===== config.mk =====
export PLATFORM = sky130hd
export DESIGN_NAME = buck_boost_control_sequencer
export DESIGN_NICKNAME = d
export VERILOG_FILES = /design/src/hw/buck_boost_pkg.sv /design/src/hw/buck_boost_control_sequencer.sv
export SDC_FILE = /design/constraint.sdc
export NUM_CORES = 1
export LEC_CHECK = 0
export ABC_CLOCK_PERIOD_IN_PS = 3400
export BUFFER_PORTS_ARGS = -buffer_cell sky130_fd_sc_hd__buf_4
export CAP_MARGIN = 5
export CORE_MARGIN = 10
export CORE_UTILIZATION = 45
export CTS_BUF_LIST = sky130_fd_sc_hd__clkbuf_2 sky130_fd_sc_hd__clkbuf_4 sky130_fd_sc_hd__clkbuf_8
export DETAILED_ROUTE_END_ITERATION = 12
export PLACE_DENSITY = 0.69
export SLEW_MARGIN = 20
export SYNTH_ARGS = -nofsm -noshare
export SYNTH_HDL_FRONTEND = slang
export SYNTH_SLANG_ARGS = --single-unit

===== constraint.sdc =====
create_clock -name sys_clk_in -period 3.4 [get_ports sys_clk_in]
set_input_delay 0.51 -clock sys_clk_in [delete_from_list [all_inputs] [get_ports sys_clk_in]]
set_output_delay 0.51 -clock sys_clk_in [all_outputs]
set_load 0.005 [all_outputs]

===== src/hw/buck_boost_pkg.sv =====
package buck_boost_pkg;

  // ----------------------------------------------------------------
  // Target addresses and register map
  // ----------------------------------------------------------------
  localparam logic [6:0] ADDR_SEL_LOW  = 7'h75;
  localparam logic [6:0] ADDR_SEL_HIGH = 7'h74;
  localparam logic [7:0] REG_REF_LO    = 8'h00;
  localparam logic [7:0] REG_REF_HI    = 8'h01;
  localparam logic [7:0] REG_ILIM      = 8'h02;
  localparam logic [7:0] REG_SLEW      = 8'h03;
  localparam logic [7:0] REG_FB        = 8'h04;
  localparam logic [7:0] REG_DROOP     = 8'h05;
  localparam logic [7:0] REG_OP        = 8'h06;
  localparam logic [7:0] REG_STAT      = 8'h07;
  localparam int         CFG_REGS      = 7;

  // Values after reset, indexed by register offset 00h to 06h.
  localparam logic [7:0] CFG_RESET [0:CFG_REGS-1] =
    '{8'ha4, 8'h01, 8'he4, 8'h00, 8'h00, 8'h00, 8'h00};

  // ----------------------------------------------------------------
  // Field positions
  // ----------------------------------------------------------------
  localparam int ILIM_EN_BIT   = 7;
  localparam int FB_SRC_BIT    = 7;
  localparam int OP_RUN_BIT    = 7;
  localparam int OP_HICCUP_BIT = 5;
  localparam int OP_FORCED_FIXED_FREQ_OPERATION_BIT   = 1;
  localparam int STAT_HOT_BIT  = 0;
  localparam int STAT_SC_BIT   = 1;
  localparam int STAT_OVP_BIT  = 2;

  // ----------------------------------------------------------------
  // Timing
  // ----------------------------------------------------------------
  localparam int CLK_KHZ        = 10000;
  localparam int SS_TIME_US     = 3600;
  localparam int SC_TIME_US     = 2000;
  localparam int HICCUP_TIME_US = 76000;
  localparam int SS_CYCLES      = SS_TIME_US * CLK_KHZ / 1000;
  localparam int SC_CYCLES      = SC_TIME_US * CLK_KHZ / 1000;
  localparam int HICCUP_CYCLES  = HICCUP_TIME_US * CLK_KHZ / 1000;
  localparam int REF_STEPS      = 2048;
  localparam int TMR_W          = 20;

  typedef enum logic [2:0] {
    CV_IDLE    = 3'b000,
    CV_SOFT    = 3'b001,
    CV_RUN     = 3'b010,
    CV_HICCUP  = 3'b011,
    CV_THERMAL = 3'b100
  } conv_state_t;

  typedef enum logic [3:0] {
    BS_IDLE  = 4'b0000, BS_ADDR  = 4'b0001, BS_AACK  = 4'b0010,
    BS_REG   = 4'b0011, BS_RACK  = 4'b0100, BS_WDATA = 4'b0101,
    BS_WACK  = 4'b0110, BS_RDATA = 4'b0111, BS_MACK  = 4'b1000
  } bus_state_t;

  // True for an offset that names a defined register.
  function automatic logic addr_ok(input logic [7:0] a);
    return a <= REG_STAT;
  endfunction

endpackage


===== src/hw/buck_boost_control_sequencer.sv =====
// Notes on behaviour
// Feedback source bit picks internal divider (0) or external divider (1).
// Two-bit internal divider field selects one of four feedback ratios.
// Reference is an 11-bit code taken from registers 00h and 01h.
// Droop compensation defaults on with zero offset; three-bit level field.
// Current limit code gives sense voltage in 0.5mV steps.
// Clearing the limit enable bit disables output current limiting.
// Overvoltage: both high sides off, both low sides on until released.
// Hiccup protection acts only when the hiccup enable bit is set.
// Short-circuit watch starts only after the soft-start period ends.
// Limit plus low output for 2ms stops switching 76ms, then soft start.
// Over-temperature shuts down and resets soft start, registers kept.
// Restart automatically once the temperature indication clears.
// Pulse skipping by default; forced fixed frequency when bit 1 set.
// Fixed frequency keeps high side on at zero current.
// Pulse skipping in buck region turns buck low side off at zero.
// Pulse skipping in boost region stops boost high side until output drops.
// Bus target address is 74h or 75h by address select pin.
// Registers 00h to 07h are readable and writable over the bus; the code drops writes to 07h.
// Bus works up to 100 and 1000 kbit/s.
// Setting run bit ramps reference from zero over about 3.6ms.
// Undefined register address gets NACK and the bus goes idle.
// Enable pin low resets every register and disables everything; the code keeps the overvoltage clamp driving both low sides on.
// Hiccup intervals use clocked counters restarted when the fault clears.
// Comparator indications are synchronised before use.
module buck_boost_control_sequencer
  import buck_boost_pkg::*;
#(
  parameter int SS_CYC  = SS_CYCLES,
  parameter int SC_CYC  = SC_CYCLES,
  parameter int HIC_CYC = HICCUP_CYCLES
) (
  input  wire logic        sys_clk_in,
  input  wire logic        rst_n_in,
  input  wire logic        scl_in,
  input  wire logic        sda_in,
  input  wire logic        enable_threshold_pin_in,
  input  wire logic        addr_select_in,
  input  wire logic        overvoltage_in,
  input  wire logic        current_at_limit_in,
  input  wire logic        output_below_min_in,
  input  wire logic        over_temp_in,
  input  wire logic        inductor_zero_in,
  input  wire logic        output_dropped_in,
  input  wire logic        boost_region_in,
  input  wire logic        pwm_buck_in,
  input  wire logic        pwm_boost_in,
  output logic             sda_out_out,
  output logic             sda_oe_out,
  output logic [10:0]      ref_code_out,
  output logic             feedback_source_select_out,
  output logic [1:0]       internal_divider_ratio_out,
  output logic [2:0]       droop_comp_level_out,
  output logic [6:0]       current_limit_code_out,
  output logic             current_limit_en_out,
  output logic             forced_fixed_freq_operation_out,
  output logic             buck_hs_on_out,
  output logic             buck_ls_on_out,
  output logic             boost_hs_on_out,
  output logic             boost_ls_on_out
);

  localparam int STEP_CYC = (SS_CYC >= 2 * REF_STEPS) ? SS_CYC / REF_STEPS : 1;

  // ----------------------------------------------------------------
  // Input synchronisers
  // ----------------------------------------------------------------
  logic [9:0] sync1_reg;
  logic [9:0] sync2_reg;
  logic       scl_d_reg;
  logic       sda_d_reg;

  // Every pin and comparator except boost_region_in and the two PWM inputs passes two flops before any logic reads it.
  // comparator synchronising
  // Bus lines and enable preset high, the comparator flags preset quiet,
  // so that no false clamp or thermal trip follows the release of reset.
  always_ff @(posedge sys_clk_in or negedge rst_n_in) begin
    if (!rst_n_in) begin
      sync1_reg <= 10'h380;
      sync2_reg <= 10'h380;
      scl_d_reg <= 1'b1;
      sda_d_reg <= 1'b1;
    end else begin
      sync1_reg <= {scl_in, sda_in, enable_threshold_pin_in, addr_select_in,
                    overvoltage_in, current_at_limit_in, output_below_min_in,
                    over_temp_in, inductor_zero_in, output_dropped_in};
      sync2_reg <= sync1_reg;
      scl_d_reg <= sync2_reg[9];
      sda_d_reg <= sync2_reg[8];
    end
  end

  logic scl_s, sda_s, en_s, asel_s, ovp_s, ilim_s, vlow_s, hot_s;
  logic izero_s, vdrop_s;
  assign {scl_s, sda_s, en_s, asel_s, ovp_s, ilim_s, vlow_s, hot_s,
          izero_s, vdrop_s} = sync2_reg;

  logic scl_rise, scl_fall, bus_start, bus_stop;
  assign scl_rise  = scl_s && !scl_d_reg;
  assign scl_fall  = !scl_s && scl_d_reg;
  assign bus_start = scl_s && scl_d_reg && !sda_s && sda_d_reg;
  assign bus_stop  = scl_s && scl_d_reg && sda_s && !sda_d_reg;

  // ----------------------------------------------------------------
  // Register file
  // ----------------------------------------------------------------
  logic [7:0]  cfg_reg [0:CFG_REGS-1];
  logic [7:0]  status;
  conv_state_t cv_reg;
  logic        wr_en;
  logic [7:0]  wr_addr;
  logic [7:0]  shift_reg;

  assign status = {5'h00, ovp_s, cv_reg == CV_HICCUP, cv_reg == CV_THERMAL};

  // Status at 07h is read-only; writes there are acknowledged and dropped.
  // register writes
  // enable pin reset
  always_ff @(posedge sys_clk_in or negedge rst_n_in) begin
    if (!rst_n_in) begin
      for (int i = 0; i < CFG_REGS; i++) cfg_reg[i] <= CFG_RESET[i];
    end else if (!en_s) begin
      for (int i = 0; i < CFG_REGS; i++) cfg_reg[i] <= CFG_RESET[i];
    end else if (wr_en && wr_addr < REG_STAT) begin
      cfg_reg[wr_addr[2:0]] <= shift_reg;
    end
  end

  function automatic logic [7:0] read_mux(input logic [7:0] a);
    if (a == REG_STAT) return status;
    if (a < REG_STAT) return cfg_reg[a[2:0]];
    return 8'h00;
  endfunction

  // ----------------------------------------------------------------
  // Bus target
  // ----------------------------------------------------------------
  bus_state_t bs_reg;
  logic [3:0] bit_cnt_reg;
  logic [7:0] tx_reg;
  logic [7:0] ptr_reg;
  logic       oe_reg;
  logic       mack_reg;
  logic [6:0] own_addr;
  logic [7:0] rd_now;
  logic [7:0] rd_next;

  // address by select pin
  assign own_addr = asel_s ? ADDR_SEL_HIGH : ADDR_SEL_LOW;
  assign wr_en    = scl_fall && bs_reg == BS_WDATA && bit_cnt_reg == 4'h8
                    && addr_ok(ptr_reg);
  assign wr_addr  = ptr_reg;

  // Read data at the pointer and at the one after it, for byte loads.
  always_comb begin
    rd_now  = read_mux(ptr_reg);
    rd_next = read_mux(ptr_reg + 8'h01);
  end

  // Bits are taken on SCL rise and driven on SCL fall; ten samples per bit
  // at the top rate leave enough margin for the two-flop input delay.
  // edge-driven target
  always_ff @(posedge sys_clk_in or negedge rst_n_in) begin
    if (!rst_n_in) begin
      bs_reg <= BS_IDLE;
      bit_cnt_reg <= 4'h0;
      shift_reg <= 8'h00;
      tx_reg <= 8'h00;
      ptr_reg <= 8'h00;
      oe_reg <= 1'b0;
      mack_reg <= 1'b0;
    end else if (!en_s || bus_stop) begin
      bs_reg <= BS_IDLE;
      oe_reg <= 1'b0;
    end else if (bus_start) begin
      bs_reg <= BS_ADDR;
      bit_cnt_reg <= 4'h0;
      oe_reg <= 1'b0;
    end else if (scl_rise) begin
      shift_reg <= {shift_reg[6:0], sda_s};
      mack_reg <= !sda_s;
      if (bs_reg inside {BS_ADDR, BS_REG, BS_WDATA, BS_RDATA})
        bit_cnt_reg <= bit_cnt_reg + 4'h1;
    end else if (scl_fall) begin
      unique case (bs_reg)
        BS_IDLE: oe_reg <= 1'b0;
        BS_ADDR: if (bit_cnt_reg == 4'h8) begin
          if (shift_reg[7:1] == own_addr) begin
            oe_reg <= 1'b1;
            bs_reg <= BS_AACK;
          end else begin
            bs_reg <= BS_IDLE;
          end
        end
        BS_AACK: begin
          bit_cnt_reg <= 4'h0;
          // The ack rise shifted once more, so the direction bit is bit 1.
          if (shift_reg[1]) begin
            tx_reg <= rd_now;
            oe_reg <= !rd_now[7];
            bs_reg <= BS_RDATA;
          end else begin
            oe_reg <= 1'b0;
            bs_reg <= BS_REG;
          end
        end
        // undefined address NACK
        BS_REG: if (bit_cnt_reg == 4'h8) begin
          ptr_reg <= shift_reg;
          oe_reg <= addr_ok(shift_reg);
          bs_reg <= addr_ok(shift_reg) ? BS_RACK : BS_IDLE;
        end
        BS_RACK, BS_WACK: begin
          oe_reg <= 1'b0;
          bit_cnt_reg <= 4'h0;
          bs_reg <= BS_WDATA;
        end
        BS_WDATA: if (bit_cnt_reg == 4'h8) begin
          oe_reg <= addr_ok(ptr_reg);
          bs_reg <= addr_ok(ptr_reg) ? BS_WACK : BS_IDLE;
          ptr_reg <= ptr_reg + 8'h01;
        end
        BS_RDATA: if (bit_cnt_reg == 4'h8) begin
          oe_reg <= 1'b0;
          bs_reg <= BS_MACK;
        end else begin
          tx_reg <= {tx_reg[6:0], 1'b0};
          oe_reg <= !tx_reg[6];
        end
        BS_MACK: if (mack_reg) begin
          bit_cnt_reg <= 4'h0;
          tx_reg <= rd_next;
          oe_reg <= !rd_next[7];
          ptr_reg <= ptr_reg + 8'h01;
          bs_reg <= BS_RDATA;
        end else begin
          bs_reg <= BS_IDLE;
        end
        default: bs_reg <= BS_IDLE;
      endcase
    end
  end

  assign sda_out_out = 1'b0;
  assign sda_oe_out  = oe_reg;

  // ----------------------------------------------------------------
  // Converter sequencing
  // ----------------------------------------------------------------
  logic              run_bit, hiccup_en, fault_sc;
  logic [TMR_W-1:0]  tmr_reg;
  logic [10:0]       target, ramp_reg;
  logic [TMR_W-1:0]  step_reg;

  assign run_bit   = cfg_reg[REG_OP[2:0]][OP_RUN_BIT];
  // hiccup gated by enable
  assign hiccup_en = cfg_reg[REG_OP[2:0]][OP_HICCUP_BIT];
  assign fault_sc  = hiccup_en && ilim_s && vlow_s;
  // eleven-bit reference code
  assign target    = {cfg_reg[REG_REF_HI[2:0]][2:0], cfg_reg[REG_REF_LO[2:0]]};

  // One shared timer counts soft start, fault time and off time in turn.
  // watch after soft start
  // hiccup timing
  // thermal shutdown
  // automatic restart
  // counters restart
  always_ff @(posedge sys_clk_in or negedge rst_n_in) begin
    if (!rst_n_in) begin
      cv_reg <= CV_IDLE;
      tmr_reg <= '0;
    end else if (!en_s || hot_s) begin
      cv_reg <= en_s ? CV_THERMAL : CV_IDLE;
      tmr_reg <= '0;
    end else begin
      unique case (cv_reg)
        CV_IDLE: begin
          tmr_reg <= '0;
          if (run_bit) cv_reg <= CV_SOFT;
        end
        CV_SOFT: begin
          tmr_reg <= tmr_reg + 1'b1;
          if (!run_bit) cv_reg <= CV_IDLE;
          else if (tmr_reg == TMR_W'(SS_CYC - 1)) begin
            cv_reg <= CV_RUN;
            tmr_reg <= '0;
          end
        end
        CV_RUN: begin
          tmr_reg <= fault_sc ? tmr_reg + 1'b1 : '0;
          if (!run_bit) cv_reg <= CV_IDLE;
          else if (fault_sc && tmr_reg == TMR_W'(SC_CYC - 1)) begin
            cv_reg <= CV_HICCUP;
            tmr_reg <= '0;
          end
        end
        CV_HICCUP: begin
          tmr_reg <= tmr_reg + 1'b1;
          if (tmr_reg == TMR_W'(HIC_CYC - 1)) begin
            cv_reg <= run_bit ? CV_SOFT : CV_IDLE;
            tmr_reg <= '0;
          end
        end
        CV_THERMAL: cv_reg <= run_bit ? CV_SOFT : CV_IDLE;
        default: cv_reg <= CV_IDLE;
      endcase
    end
  end

  // The ramp steps one code per interval, so any target is met in time when SS_CYC is at least REF_STEPS.
  // reference ramp
  always_ff @(posedge sys_clk_in or negedge rst_n_in) begin
    if (!rst_n_in) begin
      ramp_reg <= 11'h000;
      step_reg <= '0;
    end else if (cv_reg == CV_RUN) begin
      ramp_reg <= target;
    end else if (cv_reg == CV_SOFT) begin
      step_reg <= (step_reg == TMR_W'(STEP_CYC - 1)) ? '0 : step_reg + 1'b1;
      if (step_reg == TMR_W'(STEP_CYC - 1) && ramp_reg < target)
        ramp_reg <= ramp_reg + 11'h001;
    end else begin
      ramp_reg <= 11'h000;
      step_reg <= '0;
    end
  end

  assign ref_code_out = ramp_reg;
  // feedback source select
  assign feedback_source_select_out = cfg_reg[REG_FB[2:0]][FB_SRC_BIT];
  // divider ratio field
  assign internal_divider_ratio_out = cfg_reg[REG_FB[2:0]][1:0];
  // droop level field
  assign droop_comp_level_out = cfg_reg[REG_DROOP[2:0]][2:0];
  // half-millivolt limit code
  assign current_limit_code_out = cfg_reg[REG_ILIM[2:0]][6:0];
  // limit enable bit
  assign current_limit_en_out = cfg_reg[REG_ILIM[2:0]][ILIM_EN_BIT];
  // forced fixed frequency
  assign forced_fixed_freq_operation_out = cfg_reg[REG_OP[2:0]][OP_FORCED_FIXED_FREQ_OPERATION_BIT];

  // ----------------------------------------------------------------
  // Switch gating
  // ----------------------------------------------------------------
  logic pulse_skip_operation, sw_on, skip_reg;
  assign pulse_skip_operation   = !forced_fixed_freq_operation_out;
  assign sw_on = cv_reg == CV_SOFT || cv_reg == CV_RUN;

  // Skip is held until the output sags so light load stops switching.
  // resume on drop
  always_ff @(posedge sys_clk_in or negedge rst_n_in) begin
    if (!rst_n_in) skip_reg <= 1'b0;
    else if (!pulse_skip_operation || vdrop_s) skip_reg <= 1'b0;
    else if (izero_s && boost_region_in) skip_reg <= 1'b1;
  end

  // overvoltage clamp
  // high side held
  // buck low side off
  always_ff @(posedge sys_clk_in or negedge rst_n_in) begin
    if (!rst_n_in) begin
      {buck_hs_on_out, buck_ls_on_out} <= 2'b00;
      {boost_hs_on_out, boost_ls_on_out} <= 2'b00;
    end else if (ovp_s) begin
      {buck_hs_on_out, buck_ls_on_out} <= 2'b01;
      {boost_hs_on_out, boost_ls_on_out} <= 2'b01;
    end else if (!sw_on) begin
      {buck_hs_on_out, buck_ls_on_out} <= 2'b00;
      {boost_hs_on_out, boost_ls_on_out} <= 2'b00;
    end else begin
      buck_hs_on_out  <= pwm_buck_in;
      buck_ls_on_out  <= !pwm_buck_in
                         && !(pulse_skip_operation && !boost_region_in && izero_s);
      boost_ls_on_out <= pwm_boost_in && !(boost_region_in && skip_reg);
      boost_hs_on_out <= !pwm_boost_in && !(pulse_skip_operation && boost_region_in
                         && (izero_s || skip_reg));
    end
  end
endmodule // buck_boost_control_sequencer


==> flow_metrics.tcl <==
set metrics [dict create \
    period_share_pct 85.0 \
    syn_area_um2 9910 \
    maxSlewHeadroom_pct 40.9 \
    synth_seq_cells 170 \
    n_antenna_cell 0 \
    pwr-share-seq_pct 55.0 \
    grt_overflow 0 \
    path_cells "or4_1 > or4_1 > o21bai_1 > nand2_1 > o21ai_4 > o21ai_0" \
    htreeDepth 4 \
    largest_reg_flops 41 \
    cts_tree "yes" \
    dieArea_um2 28400 \
    io_pins 47 \
    numPortBuffers 45 \
    dpl_cell_area_um2 10500 \
    hold_viol 0 \
    status "finished, final reports clean" \
    wirelength_um 26100 \
    synth_fp_nets 1134 \
    max-cap-violations 0 \
    syn_inst 1098 \
    p_int_uw 2980 \
    area_growth_pct 10.0 \
    final_nets 1144 \
    clk_pin_slew_worst_paths_ps 100 \
    syn_avg_cell_area_um2 9.02 \
    yosys_warnings 0 \
    crit_top_cell "or4_1" \
    startpoint_type "flop" \
    root_buffer "clkbuf_8" \
    cts_hold_buf 0 \
    die_height_um 168 \
    final_common_cell "dfrtp_1" \
    whs_ps 31.1 \
    fin_area_um2 10900 \
    async_reset_ff_share_pct 100 \
    worstPathArrival_ps 3220 \
    core_um2 21800 \
    wire_per_inst_um 18.6 \
    period_minus_slack_ps 2890 \
    drcViolationCount 0 \
    dp_hpwl_um 18300 \
    final-seq-area_um2 4270 \
    ys_seq_area_share_pct 43.1 \
    multi_input_area_um2 5180 \
    swShare_pct 27.8 \
    setup_tns_ps 0 \
    hold_path.class "in -> async" \
    cts.sinks 170 \
    synth_edf_count 0 \
    vias 8386 \
    dr.pass1.iters 5 \
    finalMaxSlewViolations 0 \
    leakagePower_uw 0.00462 \
    layout_common_cells "dfrtp_1, nand2_1, nor2_1" \
    cts_setup_buffers 0 \
    clockBufferDepth 2 \
    critPathSlowestCell "or4_1" \
    synth.distinct_cells 75 \
    power.density_nw_per_um2 378 \
    die_x_um 168 \
    rsz0062_at_grt "false" \
    criticalPathCategory "reg -> reg" \
    grt_usage_pct 18.5 \
    row_count 54 \
    power.net_switching_uw 1150 \
    grt_pass1_vias 8095 \
    grt_max_degree 75 \
    finalSetupViolCount 0 \
    synthFlopType "dfrtp_1" \
    place_ws_ps 518 \
    ff2ff_setup_slack_ps 510 \
    comb_power_share_pct 6.4 \
    vdd_drop_max_v 0.000294 \
    place.gp.congestion 0.940 \
    post_drt_via_cell_ratio 5.99 \
    crit_fanout 15 \
    required_ps 3730 \
    finClkSkew_ps 16.7 \
    initial_core_util_pct 45.5 \
    ant_nets 0 \
    layout-drive-gt1-share_pct 14.9 \
    tightest_slew_ps 882 \
    fillerInstances 2046 \
    setup_ws_ps 508 \
    cts_made_buffers 17 \
    antenna_found_initial 0 \
    fmax_mhz 346 \
    end_kind "flop" \
    cts_resized 0 \
    drtIter0Drc 739 \
    ff2ff_path_depth 6 \
    grt_first_pass_wirelength_um 43500 \
    pwr-share-clk_pct 38.6 \
    slowest_delay_ps 560 \
    clk_latency_ps 480 \
]
-- synth_stat cells (all sizes together), types with 4 or more instances --
cell type	number	area, µm²
a211oi	12	90.1
a21o	4	30.0
a21oi	60	300
a22o	6	52.6
a22oi	7	52.6
a31oi	16	100
a41oi	4	35.0
and2	8	50.1
and3	11	68.8
and4	6	52.6
buf	22	146
clkbuf	58	218
dfrtp	154	3850
dfstp	16	420
ha	21	263
inv	27	101
mux2	10	113
mux2i	58	581
mux4	8	180
nand2	146	548
nand2b	13	81.3
nand3	31	155
nand4	18	113
nand4bb	4	45.0
nor2	110	413
nor2b	14	87.6
nor3	33	181
nor3b	6	45.0
nor4	10	62.6
nor4b	4	50.1
o211ai	12	90.1
o21ai	75	424
o21bai	4	30.0
o221ai	5	43.8
o22ai	9	56.3
o2bb2ai	5	43.8
o31ai	9	72.6
or2	6	37.5
or3	8	50.1
or4	6	48.8
xnor2	12	105
xor2	8	70.1
-- critical path: cells and delay by family (launching register included) --
kind / cells / cell delay [ps]
AOI/OAI and AO/OA: 3 / 970
DFF: 1 / 430
and+or+nand+nor: 3 / 1350
-- logic make-up after synthesis --
kind of cell    Yosys count  synth area share, %
buf+inv                 110                 4.81
simple gates            445                 22.0
flops                   170                 43.1
xor+xnor                 20                 1.77
fa+ha+maj                21                 2.65
other cells               1               0.0378
compound gates          255                 16.7
mux                      76                 8.81
-- worst paths after layout --
| kind | start | end |
|---|---|---|
| min reg2reg | sync1_reg[0] | sync2_reg[0] |
| max | tmr_reg[13] | tmr_reg[8] |
| max reg2reg | tmr_reg[13] | tmr_reg[8] |
| min in group sys_clk_in | scl_in | sync1_reg[9] |
| min | rst_n_in | step_reg[11] |
| max in group asynchronous | rst_n_in | current_limit_code_out[5] |
-- routing by layer --
metal  up-vias  part of all wire [%]  GRT usage (%)  routed length (µm)
li1       3950                     -              -                   -
met5         -                     0              0                   0
met4         0                   3.0           7.31                 777
met3        47                   5.5           3.40                1440
met2       310                    46           28.8               12100
met1      4079                    45           25.0               11700
-- per-stage QoR --
| step | std cells | power [µW] | utilization, % |
|---|---|---|---|
| 2_1_floorplan | 1098 | 2390 | - |
| 3_3_place_gp | 1369 | 2560 | 48.1 |
| 3_5_place_dp | 1369 | 2570 | 48.1 |
| 4_1_cts | 1401 | 4140 | 50.1 |
| 5_1_grt | 1401 | 4290 | 50.1 |
| 6_report | 1401 | 4120 | 50.1 |
-- area by class of cell --
class	instances	share of cell area, %
Multi-Input combinational cell	818	47.5
Sequential cell	170	39.2
Timing Repair Buffer	71	5.04
Tap cell	280	3.21
Clock buffer	19	2.34
Clock inverter	13	1.66
Inverter	30	1.03
-- power groups by stage --
stage | combinational [µW] | clock, µW | sequential (µW)
after floorplan | 226 | 0 | 2160
after global placement | 260 | 0 | 2300
after detailed placement | 264 | 0 | 2300
after CTS | 266 | 1610 | 2260
after global routing | 293 | 1720 | 2280
final | 263 | 1590 | 2270
No activity file was read; power rests on OpenSTA's default activity.
